File: config.mk
export PLATFORM = sky130hd
export DESIGN_NAME = sdm_regs
export DESIGN_NICKNAME = d
export VERILOG_FILES = /design/src/rtl/sdm_pkg.sv /design/src/rtl/sdm_serial_tx.sv /design/src/rtl/sdm_self_test.sv /design/src/rtl/sdm_regs.sv
export VERILOG_INCLUDE_DIRS = /design/src /design/src/rtl
export SDC_FILE = /design/constraint.sdc
export NUM_CORES = 1
export LEC_CHECK = 0
export BUFFER_PORTS_ARGS = -buffer_cell sky130_fd_sc_hd__buf_2
export CELL_PAD_IN_SITES_DETAIL_PLACEMENT = 2
export CELL_PAD_IN_SITES_GLOBAL_PLACEMENT = 2
export CORE_AREA = 4 4 184 186
export DETAILED_ROUTE_END_ITERATION = 12
export DIE_AREA = 0 0 188 190
export PLACE_DENSITY_LB_ADDON = 0.08
export SYNTH_ARGS = -nofsm -noshare
export SYNTH_HDL_FRONTEND = slang
export SYNTH_SLANG_ARGS = --single-unit
File: constraint.sdc
create_clock -name clk_in -period 3.1 [get_ports clk_in]
set_clock_uncertainty 0.15 [all_clocks]
set_input_delay 0.155 -clock clk_in [delete_from_list [all_inputs] [get_ports clk_in]]
set_output_delay 0.155 -clock clk_in [all_outputs]
set_load 0.1 [all_outputs]
File: src/rtl/sdm_defines.svh
`ifndef SDM_DEFINES_SVH
`define SDM_DEFINES_SVH

// ============================================================
// register indexes, byte address is four times the index
`define SDM_IDX_REF_DIVIDE      8'h02
`define SDM_IDX_WHOLE_PART      8'h03
`define SDM_IDX_REMAINDER_PART  8'h04
`define SDM_IDX_INDIRECT_ACCESS 8'h05
`define SDM_IDX_MOD_CONFIG      8'h06
`define SDM_IDX_STATUS          8'h0F

// ============================================================
// reset values
`define SDM_RST_REF_DIVIDE      24'h000001
`define SDM_RST_WHOLE_PART      24'h000019
`define SDM_RST_REMAINDER_PART  24'h000000
`define SDM_RST_INDIRECT_ACCESS 24'h000000
`define SDM_RST_MOD_CONFIG      24'h200B4A

// ============================================================
// field positions
`define SDM_REF_RATIO_MSB       13
`define SDM_WHOLE_MSB           18
`define SDM_PACKET_MSB          15

// ============================================================
// modulator start values
`define SDM_SEED_ZERO           24'h000000
`define SDM_SEED_LSB            24'h000001
`define SDM_SEED_PATTERN_A      24'hB29D08
`define SDM_SEED_PATTERN_B      24'h50F1CD

// ============================================================
// self-test reference divider cycle counts
`define SDM_TEST_LEN_0          12'd1032
`define SDM_TEST_LEN_1          12'd2047
`define SDM_TEST_LEN_2          12'd3071
`define SDM_TEST_LEN_3          12'd4095

// ============================================================
// serial link packet length
`define SDM_PACKET_BITS         5'd16

`endif

File: src/rtl/sdm_pkg.sv
package sdm_pkg;

    // ============================================================
    // indirect-access packet
    typedef struct packed {
        logic [8:0] oscillator_payload;
        logic [3:0] oscillator_reg_index;
        logic [2:0] oscillator_target_id;
    } sdm_packet_t;

    // ============================================================
    // modulator configuration word
    typedef struct packed {
        logic [1:0] rsv_top;
        logic       auto_clock_config;
        logic [1:0] self_test_length;
        logic       self_test_on;
        logic [1:0] rsv_17_16;
        logic [3:0] rsv_15_12;
        logic       modulator_core_on;
        logic       modulator_clock_choice;
        logic       clock_source;
        logic       reload_start_on_tune;
        logic       modulator_skip;
        logic [2:0] rsv_6_4;
        logic [1:0] order;
        logic [1:0] seed;
    } sdm_mod_cfg_t;

    typedef enum logic [1:0] {
        SDM_ORDER_FIRST  = 2'h0,
        SDM_ORDER_SECOND = 2'h1,
        SDM_ORDER_T1_B   = 2'h2,
        SDM_ORDER_T2_A   = 2'h3
    } sdm_order_t;

    typedef enum logic [1:0] {
        SDM_CLK_REFERENCE = 2'h0,
        SDM_CLK_FEEDBACK  = 2'h1,
        SDM_CLK_AUXILIARY = 2'h2,
        SDM_CLK_DELAYED   = 2'h3
    } sdm_clk_src_t;

    // serial link states, gray along idle, shift, last
    typedef enum logic [1:0] {
        SDM_LINK_IDLE  = 2'b00,
        SDM_LINK_SHIFT = 2'b01,
        SDM_LINK_LAST  = 2'b11
    } sdm_link_state_t;

    typedef enum logic [1:0] {
        SDM_TEST_IDLE = 2'b00,
        SDM_TEST_RUN  = 2'b01,
        SDM_TEST_DONE = 2'b11
    } sdm_test_state_t;

endpackage : sdm_pkg

File: src/rtl/sdm_serial_tx.sv
`timescale 1ns/1ps
`include "sdm_defines.svh"

module sdm_serial_tx
    import sdm_pkg::*;
(
    input  wire logic        clk_in,
    input  wire logic        rst_n_in,
    input  wire logic        ce_in,
    input  wire logic        start_in,
    input  wire sdm_packet_t packet_in,
    output logic             busy_out,
    output logic             data_out,
    output logic             frame_out
);

    sdm_link_state_t state_r, state_nxt;
    logic [15:0]     shift_r, shift_nxt;
    logic [4:0]      count_r, count_nxt;
    logic            data_r, data_nxt;
    logic            frame_r, frame_nxt;

    // ============================================================
    // shifter, one bit per clock, msb first
    always_comb begin
        state_nxt = state_r;
        shift_nxt = shift_r;
        count_nxt = count_r;
        data_nxt  = data_r;
        frame_nxt = frame_r;
        case (state_r)
            SDM_LINK_IDLE: begin
                data_nxt  = 1'b0;
                frame_nxt = 1'b0;
                if (start_in) begin
                    data_nxt  = packet_in[`SDM_PACKET_MSB];
                    shift_nxt = {packet_in[14:0], 1'b0};
                    frame_nxt = 1'b1;
                    count_nxt = `SDM_PACKET_BITS - 5'd1;
                    state_nxt = SDM_LINK_SHIFT;
                end
            end
            SDM_LINK_SHIFT: begin
                data_nxt  = shift_r[15];
                shift_nxt = {shift_r[14:0], 1'b0};
                count_nxt = count_r - 5'd1;
                if (count_r == 5'd1) begin
                    state_nxt = SDM_LINK_LAST;
                end
            end
            SDM_LINK_LAST: begin
                data_nxt  = 1'b0;
                frame_nxt = 1'b0;
                state_nxt = SDM_LINK_IDLE;
            end
            default: begin
                state_nxt = SDM_LINK_IDLE;
                frame_nxt = 1'b0;
                data_nxt  = 1'b0;
            end
        endcase
    end

    always_ff @(posedge clk_in) begin
        if (!rst_n_in) begin
            state_r <= SDM_LINK_IDLE;
            shift_r <= 16'h0000;
            count_r <= 5'h00;
            data_r  <= 1'b0;
            frame_r <= 1'b0;
        end else if (ce_in) begin
            state_r <= state_nxt;
            shift_r <= shift_nxt;
            count_r <= count_nxt;
            data_r  <= data_nxt;
            frame_r <= frame_nxt;
        end
    end

    assign busy_out  = (state_r != SDM_LINK_IDLE);
    assign data_out  = data_r;
    assign frame_out = frame_r;

endmodule : sdm_serial_tx

File: src/rtl/sdm_self_test.sv
`timescale 1ns/1ps
`include "sdm_defines.svh"

module sdm_self_test
    import sdm_pkg::*;
(
    input  wire logic       clk_in,
    input  wire logic       rst_n_in,
    input  wire logic       ce_in,
    input  wire logic       start_in,
    input  wire logic [1:0] length_in,
    input  wire logic       ref_tick_in,
    output logic            busy_out,
    output logic            done_out
);

    sdm_test_state_t state_r, state_nxt;
    logic [11:0]     count_r, count_nxt;
    logic [11:0]     target_r, target_nxt;

    // ============================================================
    // cycle count for the chosen length
    function automatic logic [11:0] test_length(input logic [1:0] code);
        case (code)
            2'h0:    test_length = `SDM_TEST_LEN_0;
            2'h1:    test_length = `SDM_TEST_LEN_1;
            2'h2:    test_length = `SDM_TEST_LEN_2;
            default: test_length = `SDM_TEST_LEN_3;
        endcase
    endfunction : test_length

    always_comb begin
        state_nxt  = state_r;
        count_nxt  = count_r;
        target_nxt = target_r;
        case (state_r)
            SDM_TEST_IDLE, SDM_TEST_DONE: begin
                if (start_in) begin
                    target_nxt = test_length(length_in);
                    count_nxt  = 12'h000;
                    state_nxt  = SDM_TEST_RUN;
                end
            end
            SDM_TEST_RUN: begin
                if (ref_tick_in) begin
                    count_nxt = count_r + 12'h001;
                    if (count_r + 12'h001 == target_r) begin
                        state_nxt = SDM_TEST_DONE;
                    end
                end
            end
            default: state_nxt = SDM_TEST_IDLE;
        endcase
    end

    always_ff @(posedge clk_in) begin
        if (!rst_n_in) begin
            state_r  <= SDM_TEST_IDLE;
            count_r  <= 12'h000;
            target_r <= 12'h000;
        end else if (ce_in) begin
            state_r  <= state_nxt;
            count_r  <= count_nxt;
            target_r <= target_nxt;
        end
    end

    assign busy_out = (state_r == SDM_TEST_RUN);
    assign done_out = (state_r == SDM_TEST_DONE);

endmodule : sdm_self_test

File: src/rtl/sdm_regs.sv
// The implementer's own choice: register access over Wishbone.
`timescale 1ns/1ps
`include "sdm_defines.svh"

// Contract
// - hold 14-bit reference ratio, gated by buffer
// - remainder word unsigned, fractional mode only
// - indirect packet: target, index, payload fields
// - each indirect write sends packet out
// - indirect read returns last sent packet
// - seed code selects zero, lsb, two patterns
// - seed loads only on tune with reload
// - order field selects modulator topology
// - skip bit drops modulator output from divider
// - skipped modulator still clocked while released
// - clock source bit ignored if 10/21 set
// - clock choice: auxiliary or delayed oscillator; clear gives auxiliary only if 21 set, else bit 9 decides
// - core enable picks calibration trigger write
// - self-test enable starts built-in test
// - test length code sets cycle count
// - calibration rewrites payload only, keeps index and target
// - packet shifted msb first on link
module sdm_regs
    import sdm_pkg::*;
(
    input  wire logic        clk_in,
    input  wire logic        rst_n_in,
    input  wire logic        ce_in,
    // wishbone classic slave
    input  wire logic        wb_cyc_in,
    input  wire logic        wb_stb_in,
    input  wire logic        wb_we_in,
    input  wire logic [7:0]  wb_adr_in,
    input  wire logic [3:0]  wb_sel_in,
    input  wire logic [31:0] wb_dat_in,
    output logic [31:0]      wb_dat_out,
    output logic             wb_ack_out,
    // neighbouring logic, same clock
    input  wire logic        reference_buffer_on_in,
    input  wire logic        modulator_release_in,
    input  wire logic        ref_div_tick_in,
    input  wire logic        cal_payload_valid_in,
    input  wire logic [8:0]  cal_payload_in,
    output logic             cal_payload_ready_out,
    // divider and modulator controls
    output logic [13:0]      ref_ratio_out,
    output logic             ref_ratio_active_out,
    output logic [18:0]      whole_part_out,
    output logic [23:0]      remainder_part_out,
    output logic [23:0]      seed_value_out,
    output logic             seed_load_out,
    output sdm_order_t       modulator_order_out,
    output logic             modulator_output_used_out,
    output logic             modulator_clock_run_out,
    output sdm_clk_src_t     modulator_clock_src_out,
    output logic             auto_clock_config_out,
    output logic             calibration_start_out,
    output logic             self_test_busy_out,
    output logic             self_test_done_out,
    // oscillator serial link
    output logic             oscillator_serial_link_data_out,
    output logic             oscillator_serial_link_frame_out
);

    // ============================================================
    // state
    logic [23:0]  ref_div_r, ref_div_nxt;
    logic [23:0]  whole_r, whole_nxt;
    logic [23:0]  rem_r, rem_nxt;
    sdm_packet_t  pkt_r, pkt_nxt;
    sdm_mod_cfg_t cfg_r, cfg_nxt;
    logic         ack_r, ack_nxt;
    logic [31:0]  rdat_r, rdat_nxt;
    logic         send_r, send_nxt;
    logic         cal_r, cal_nxt;
    logic         seed_ld_r, seed_ld_nxt;
    logic         test_go_r, test_go_nxt;
    logic [23:0]  seed_r, seed_nxt;

    logic         link_busy;
    logic         link_data;
    logic         link_frame;
    logic         test_busy;
    logic         test_done;
    logic         req;
    logic         wr;
    logic         link_free;
    logic [7:0]   idx;
    logic [23:0]  wmask;

    // ============================================================
    // helpers
    function automatic logic [23:0] seed_decode(input logic [1:0] code);
        case (code)
            2'h0:    seed_decode = `SDM_SEED_ZERO;
            2'h1:    seed_decode = `SDM_SEED_LSB;
            2'h2:    seed_decode = `SDM_SEED_PATTERN_A;
            default: seed_decode = `SDM_SEED_PATTERN_B;
        endcase
    endfunction : seed_decode

    function automatic logic [23:0] merge(input logic [23:0] old_v, input logic [23:0] new_v,
                                          input logic [23:0] mask);
        merge = (old_v & ~mask) | (new_v & mask);
    endfunction : merge

    assign idx       = {2'b00, wb_adr_in[7:2]};
    assign req       = wb_cyc_in && wb_stb_in && !ack_r;
    assign wr        = req && wb_we_in;
    assign link_free = !link_busy && !send_r;
    assign wmask     = {{8{wb_sel_in[2]}}, {8{wb_sel_in[1]}}, {8{wb_sel_in[0]}}};

    // ============================================================
    // bus slave and register writes
    always_comb begin
        ref_div_nxt = ref_div_r;
        whole_nxt   = whole_r;
        rem_nxt     = rem_r;
        pkt_nxt     = pkt_r;
        cfg_nxt     = cfg_r;
        ack_nxt     = 1'b0;
        rdat_nxt    = rdat_r;
        send_nxt    = 1'b0;
        cal_nxt     = 1'b0;
        seed_ld_nxt = 1'b0;
        test_go_nxt = 1'b0;
        seed_nxt    = seed_r;
        if (req && !(wr && idx == `SDM_IDX_INDIRECT_ACCESS && !link_free)) begin
            ack_nxt  = 1'b1;
            rdat_nxt = 32'h00000000;
            case (idx)
                `SDM_IDX_REF_DIVIDE: begin
                    rdat_nxt = {8'h00, ref_div_r};
                    if (wr) begin
                        ref_div_nxt = merge(ref_div_r, wb_dat_in[23:0], wmask);
                    end
                end
                `SDM_IDX_WHOLE_PART: begin
                    rdat_nxt = {8'h00, whole_r};
                    if (wr) begin
                        whole_nxt = merge(whole_r, wb_dat_in[23:0], wmask);
                        cal_nxt   = !cfg_r.modulator_core_on;
                    end
                end
                `SDM_IDX_REMAINDER_PART: begin
                    rdat_nxt = {8'h00, rem_r};
                    if (wr) begin
                        rem_nxt     = merge(rem_r, wb_dat_in[23:0], wmask);
                        cal_nxt     = cfg_r.modulator_core_on;
                        seed_ld_nxt = cfg_r.reload_start_on_tune;
                        if (cfg_r.reload_start_on_tune) begin
                            seed_nxt = seed_decode(cfg_r.seed);
                        end
                    end
                end
                `SDM_IDX_INDIRECT_ACCESS: begin
                    rdat_nxt = {16'h0000, pkt_r};
                    if (wr) begin
                        pkt_nxt  = sdm_packet_t'(16'(merge({8'h00, pkt_r}, wb_dat_in[23:0], wmask)));
                        send_nxt = 1'b1;
                    end
                end
                `SDM_IDX_MOD_CONFIG: begin
                    rdat_nxt = {8'h00, cfg_r};
                    if (wr) begin
                        cfg_nxt     = sdm_mod_cfg_t'(merge(cfg_r, wb_dat_in[23:0], wmask));
                        test_go_nxt = cfg_nxt.self_test_on && !cfg_r.self_test_on;
                    end
                end
                `SDM_IDX_STATUS: begin
                    rdat_nxt = {28'h0000000, test_done, test_busy, link_busy, send_r};
                end
                default: rdat_nxt = 32'h00000000;
            endcase
        end else if (cal_payload_valid_in && link_free && !req) begin
            pkt_nxt.oscillator_payload = cal_payload_in;
            send_nxt                   = 1'b1;
        end
    end

    always_ff @(posedge clk_in) begin
        if (!rst_n_in) begin
            ref_div_r <= `SDM_RST_REF_DIVIDE;
            whole_r   <= `SDM_RST_WHOLE_PART;
            rem_r     <= `SDM_RST_REMAINDER_PART;
            pkt_r     <= sdm_packet_t'(16'(`SDM_RST_INDIRECT_ACCESS));
            cfg_r     <= sdm_mod_cfg_t'(`SDM_RST_MOD_CONFIG);
            ack_r     <= 1'b0;
            rdat_r    <= 32'h00000000;
            send_r    <= 1'b0;
            cal_r     <= 1'b0;
            seed_ld_r <= 1'b0;
            test_go_r <= 1'b0;
            seed_r    <= 24'h000000;
        end else if (ce_in) begin
            ref_div_r <= ref_div_nxt;
            whole_r   <= whole_nxt;
            rem_r     <= rem_nxt;
            pkt_r     <= pkt_nxt;
            cfg_r     <= cfg_nxt;
            ack_r     <= ack_nxt;
            rdat_r    <= rdat_nxt;
            send_r    <= send_nxt;
            cal_r     <= cal_nxt;
            seed_ld_r <= seed_ld_nxt;
            test_go_r <= test_go_nxt;
            seed_r    <= seed_nxt;
        end
    end

    // ============================================================
    // derived controls, registered
    logic [13:0]  ratio_r, ratio_nxt;
    logic         ratio_on_r, ratio_on_nxt;
    logic [23:0]  frac_r, frac_nxt;
    logic         used_r, used_nxt;
    logic         run_r, run_nxt;
    sdm_clk_src_t src_r, src_nxt;
    sdm_order_t   order_r, order_nxt;

    always_comb begin
        ratio_nxt    = ref_div_r[`SDM_REF_RATIO_MSB:0];
        ratio_on_nxt = reference_buffer_on_in && (ref_div_r[`SDM_REF_RATIO_MSB:0] != 14'h0000);
        used_nxt     = !cfg_r.modulator_skip;
        frac_nxt     = cfg_r.modulator_skip ? 24'h000000 : rem_r;
        run_nxt      = cfg_r.modulator_core_on && modulator_release_in;
        order_nxt    = sdm_order_t'(cfg_r.order);
        if (cfg_r.modulator_clock_choice) begin
            src_nxt = SDM_CLK_DELAYED;
        end else if (cfg_r.auto_clock_config) begin
            src_nxt = SDM_CLK_AUXILIARY;
        end else if (cfg_r.clock_source) begin
            src_nxt = SDM_CLK_FEEDBACK;
        end else begin
            src_nxt = SDM_CLK_REFERENCE;
        end
    end

    always_ff @(posedge clk_in) begin
        if (!rst_n_in) begin
            ratio_r    <= 14'h0001;
            ratio_on_r <= 1'b0;
            frac_r     <= 24'h000000;
            used_r     <= 1'b1;
            run_r      <= 1'b0;
            src_r      <= SDM_CLK_AUXILIARY;
            order_r    <= SDM_ORDER_T1_B;
        end else if (ce_in) begin
            ratio_r    <= ratio_nxt;
            ratio_on_r <= ratio_on_nxt;
            frac_r     <= frac_nxt;
            used_r     <= used_nxt;
            run_r      <= run_nxt;
            src_r      <= src_nxt;
            order_r    <= order_nxt;
        end
    end

    // ============================================================
    // serial link and self test
    sdm_serial_tx u_link (
        .clk_in    (clk_in),
        .rst_n_in  (rst_n_in),
        .ce_in     (ce_in),
        .start_in  (send_r),
        .packet_in (pkt_r),
        .busy_out  (link_busy),
        .data_out  (link_data),
        .frame_out (link_frame)
    );

    sdm_self_test u_test (
        .clk_in      (clk_in),
        .rst_n_in    (rst_n_in),
        .ce_in       (ce_in),
        .start_in    (test_go_r),
        .length_in   (cfg_r.self_test_length),
        .ref_tick_in (ref_div_tick_in),
        .busy_out    (test_busy),
        .done_out    (test_done)
    );

    // ============================================================
    // outputs, flip-flop driven except payload ready and self-test busy/done, decoded from state
    assign wb_dat_out                       = rdat_r;
    assign wb_ack_out                       = ack_r;
    assign cal_payload_ready_out            = !link_busy && !send_r;
    assign ref_ratio_out                    = ratio_r;
    assign ref_ratio_active_out             = ratio_on_r;
    assign whole_part_out                   = whole_r[`SDM_WHOLE_MSB:0];
    assign remainder_part_out               = frac_r;
    assign seed_value_out                   = seed_r;
    assign seed_load_out                    = seed_ld_r;
    assign modulator_order_out              = order_r;
    assign modulator_output_used_out        = used_r;
    assign modulator_clock_run_out          = run_r;
    assign modulator_clock_src_out          = src_r;
    assign auto_clock_config_out            = cfg_r.auto_clock_config;
    assign calibration_start_out            = cal_r;
    assign self_test_busy_out               = test_busy;
    assign self_test_done_out               = test_done;
    assign oscillator_serial_link_data_out  = link_data;
    assign oscillator_serial_link_frame_out = link_frame;

endmodule : sdm_regs

==> impl_results.md <==
- TritonCTS clock tree: done
- Crit share post-route: roughly nine tenths
- Run status: complete, no violations
- WP data required: about 3.4 ns
- Syn avg cell area: approximately 8.8 sq um
- Post-synthesis instance area: around 10000 sq um
- Routing usage on met1: between 20 and 30%
- Worst path cell trace: or3_1 > a41o_1 > nor2_4 > nand4_1 > or3b_1 > a21oi_1
- Post-layout util: approximately two fifths
- Clk_lat worst skew: 0.55 ns
- Register area share after synthesis: 44.4%
- Std cell rows: between 60 and 70
- First-pass GRT wire length: ~58000 um
- Main synth FF type: dfxtp_1
- CP startpoint: u_link.state_r[1]$_SDFFE_PN0P_
- CTS Buf Count: 28
- Clock-pin transition on the worst setup and hold timing paths: about 0.06 ns
- Placed Area: roughly 11000 sq um
- Least-Margin Pin Slew: 0.664 ns
- Reg-to-Reg Start: u_link.state_r[1]$_SDFFE_PN0P_
- Vias: just over 9000
- Clock buffer depth: 3
- Routed Antenna Nets: 0
- Most Crowded Layer GR: met2
- Max-cap violation count: 0
- First-pass detailed-route iteration total: 5
- Post-synth cell types: 66
- Largest net degree at the start of global routing: 77
- IO Pins: 192
- Slew Viols, Final: 0
- Element type at the critical path end: flop
- Power Density: between 500 and 600 nW/um^2
- Pleak: between 5 and 6 nW
- Seq cells post-synth: ~230
- Setup TNS: 0 ns
- Commonest cells post-synth: dfxtp_1 (232), nor2_1 (175), mux2i_1 (145)
- Synth top area share: between 40 and 50%
- Worst reg2reg setup slack: about 0.33 ns
- Crit path launch type: flop
- WS Path Type: reg -> reg
- Synth warn: 0
- Routing usage on met3: about 2.5%
- Die H: 190 um
- Slew HR: 55.6%
- Hpwl dp: between 20000 and 30000 um
- H-tree lvl count: 1
- Tightest Hold Check Type: in -> reg
- RSZ-0062 raised after global routing: false
- Worst stage delay on the critical path: around 0.54 ns
- Fmax achieved: 362 MHz
- Initial antenna violation count: 1
- Most common cell in the netlist: dfxtp_1
- WL per Instance: around 21 um
- M2 GR Usage: between 30 and 40%
- Chip Width: 188 um
- Final instance area: between 10000 and 15000 sq um
- Syn Inst Count: 1190
- CP Max Fanout: 11
- Die ar.: approximately 36000 sq um
- FF+latch area: 4640 sq um
- Initial core utilization: 32.4%
- Cell taking the most area after synthesis: dfxtp_1
- Routed WL: 37600 um
- Final setup viols: 0
- Fillers: 3621
- Vias in the first global route: 9765
- RD Place Congestion: ~0.8
- Max stage delay cell, worst path: or3b_1
- Core box area: approximately 32000 sq um
- Area Overhead vs Synth: 22.0%
- Fin nets: around 1400
- Initial drt markers: between 300 and 400
- Ranking of synthesized cells by area: dfxtp_1 (44%), mux2i_1 (14%), nor2_1 (6.3%)
- Root buf cell: clkbuf_16
- Reg2Reg Depth: 6
- Ys async rst share: 0%
- Total global-route track usage: between 20% and 30%
- DR DRC count: 0
- Number of synthesized flops with an enable pin: 0
- Final Hold Viols: 0
- CTS Sinks: between 200 and 250
- Vias per cell: a little over 5
- Layout cell share with drive strength beyond 1: 18.9%
- Crit path arrival time: 3.10 ns
- Clock period minus final worst setup slack: 2.77 ns
- Reg2Reg Capture Point: seed_value_out[21]$_SDFFE_PN0P_
- CP Capture Point: seed_value_out[21]$_SDFFE_PN0P_
- Multi-input logic area: a little over 5000 sq um
- Port Buf Inserts: roughly 170
- Global route total overflow: 0
- Worst ir drop on vdd: between 500 and 600 uV
where the power goes:
group / leakage [nW] / internal [mW] / switching (mW)
Sequential: 1.88 / 3.03 / 0.0385
Clock: 0.442 / 1.86 / 1.35
Combinational: 3.03 / 0.172 / 0.506
layout by cell type, fill, tap and decap left out, types with 6 or more instances in the layout:
master           n
buf_4           27
buf_2          165
clkbuf_1         9
xor2_1           6
o21ai_0         24
dlygate4sd3_1   39
conb_1          15
nand4_1          7
a311oi_1         7
o22ai_1         13
ha_1             7
nand2_1        102
nand3_1         63
clkinv_2         7
clkbuf_16       28
nor2_1         173
a22oi_1         26
or3_1            6
mux2i_1        145
inv_1            7
a211oi_1        39
nor3_1           8
dfxtp_1        232
o221ai_1         8
a21oi_1        100
per-layer routing:
layer	part of all wire [%]	wire length (um)
met1	51	19000
met2	45	16800
met3	3.1	1180
met4	1.5	554
met5	0	0
layout make-up:
type                       count  area share [%]
multi-input combinational    836            40.5
inverter                       9           0.304
timing repair buffer         233            11.4
antenna                        1          0.0196
tap                          442            4.33
clock inverter                11           0.872
clock buffer                  41            6.18
sequential                   232            36.4
timing repair:
action / 4_1_cts / 5_1_grt
endpoints found under the setup margin: 0 / 0
buffers inserted: 0 / 0
endpoints found under the hold margin: 142 / 0
resized for setup: 0 / 0
hold buffers: 39 / 0
per-stage QoR:
stage | hold WS [ns] | std cells | setup WS [ns] | total power, mW
3_5_place_dp | 0.291 | 1713 | 0.340 | 3.77
3_3_place_gp | 0.284 | 1713 | 0.424 | 3.76
4_1_cts | 0.0205 | 1804 | 0.324 | 7.05
2_1_floorplan | 0.130 | 1204 | 0.517 | 3.59
5_1_grt | 0.0875 | 1805 | 0.190 | 7.22
6_report | 0.0413 | 1805 | 0.335 | 6.95
worst min path at each step:
stage | from | to | slack (ns) | cells after the start
after floorplan | wb_dat_in[1] | flop | 0.13 | 2
after global placement | modulator_release_in | modulator_clock_run_out$_SDFFE_PN0P_ | 0.28 | 3
after detailed placement | reference_buffer_on_in | ref_ratio_active_out$_SDFFE_PN0P_ | 0.29 | 3
after CTS | cal_payload_valid_in | pkt_r[7]$_SDFFE_PN0P_ | 0.02 | 5
after global routing | cal_payload_valid_in | pkt_r[10]$_SDFFE_PN0P_ | 0.09 | 5
final | cal_payload_valid_in | pkt_r[14]$_SDFFE_PN0P_ | 0.04 | 5
cell families after synthesis:
| kind of cell | after synthesis | synth area share, % |
|---|---|---|
| AO/OA/AOI/OAI | 240 | 14.6 |
| flip-flops | 232 | 44.4 |
| multiplexers | 145 | 13.9 |
| AND/OR/NAND/NOR | 419 | 18.5 |
| adder cells (fa/ha/maj) | 7 | 0.837 |
| XOR/XNOR | 10 | 0.837 |
| buffers and inverters | 136 | 6.94 |
| other | 1 | 0.0358 |
worst max-delay path: cells and delay by family (launching register included):
kind               cells  cell delay (ns)
and+or+nand+nor        4             1.59
DFF                    1             0.39
AOI/OAI and AO/OA      2             0.55
Power figures use the tool's default switching activity.
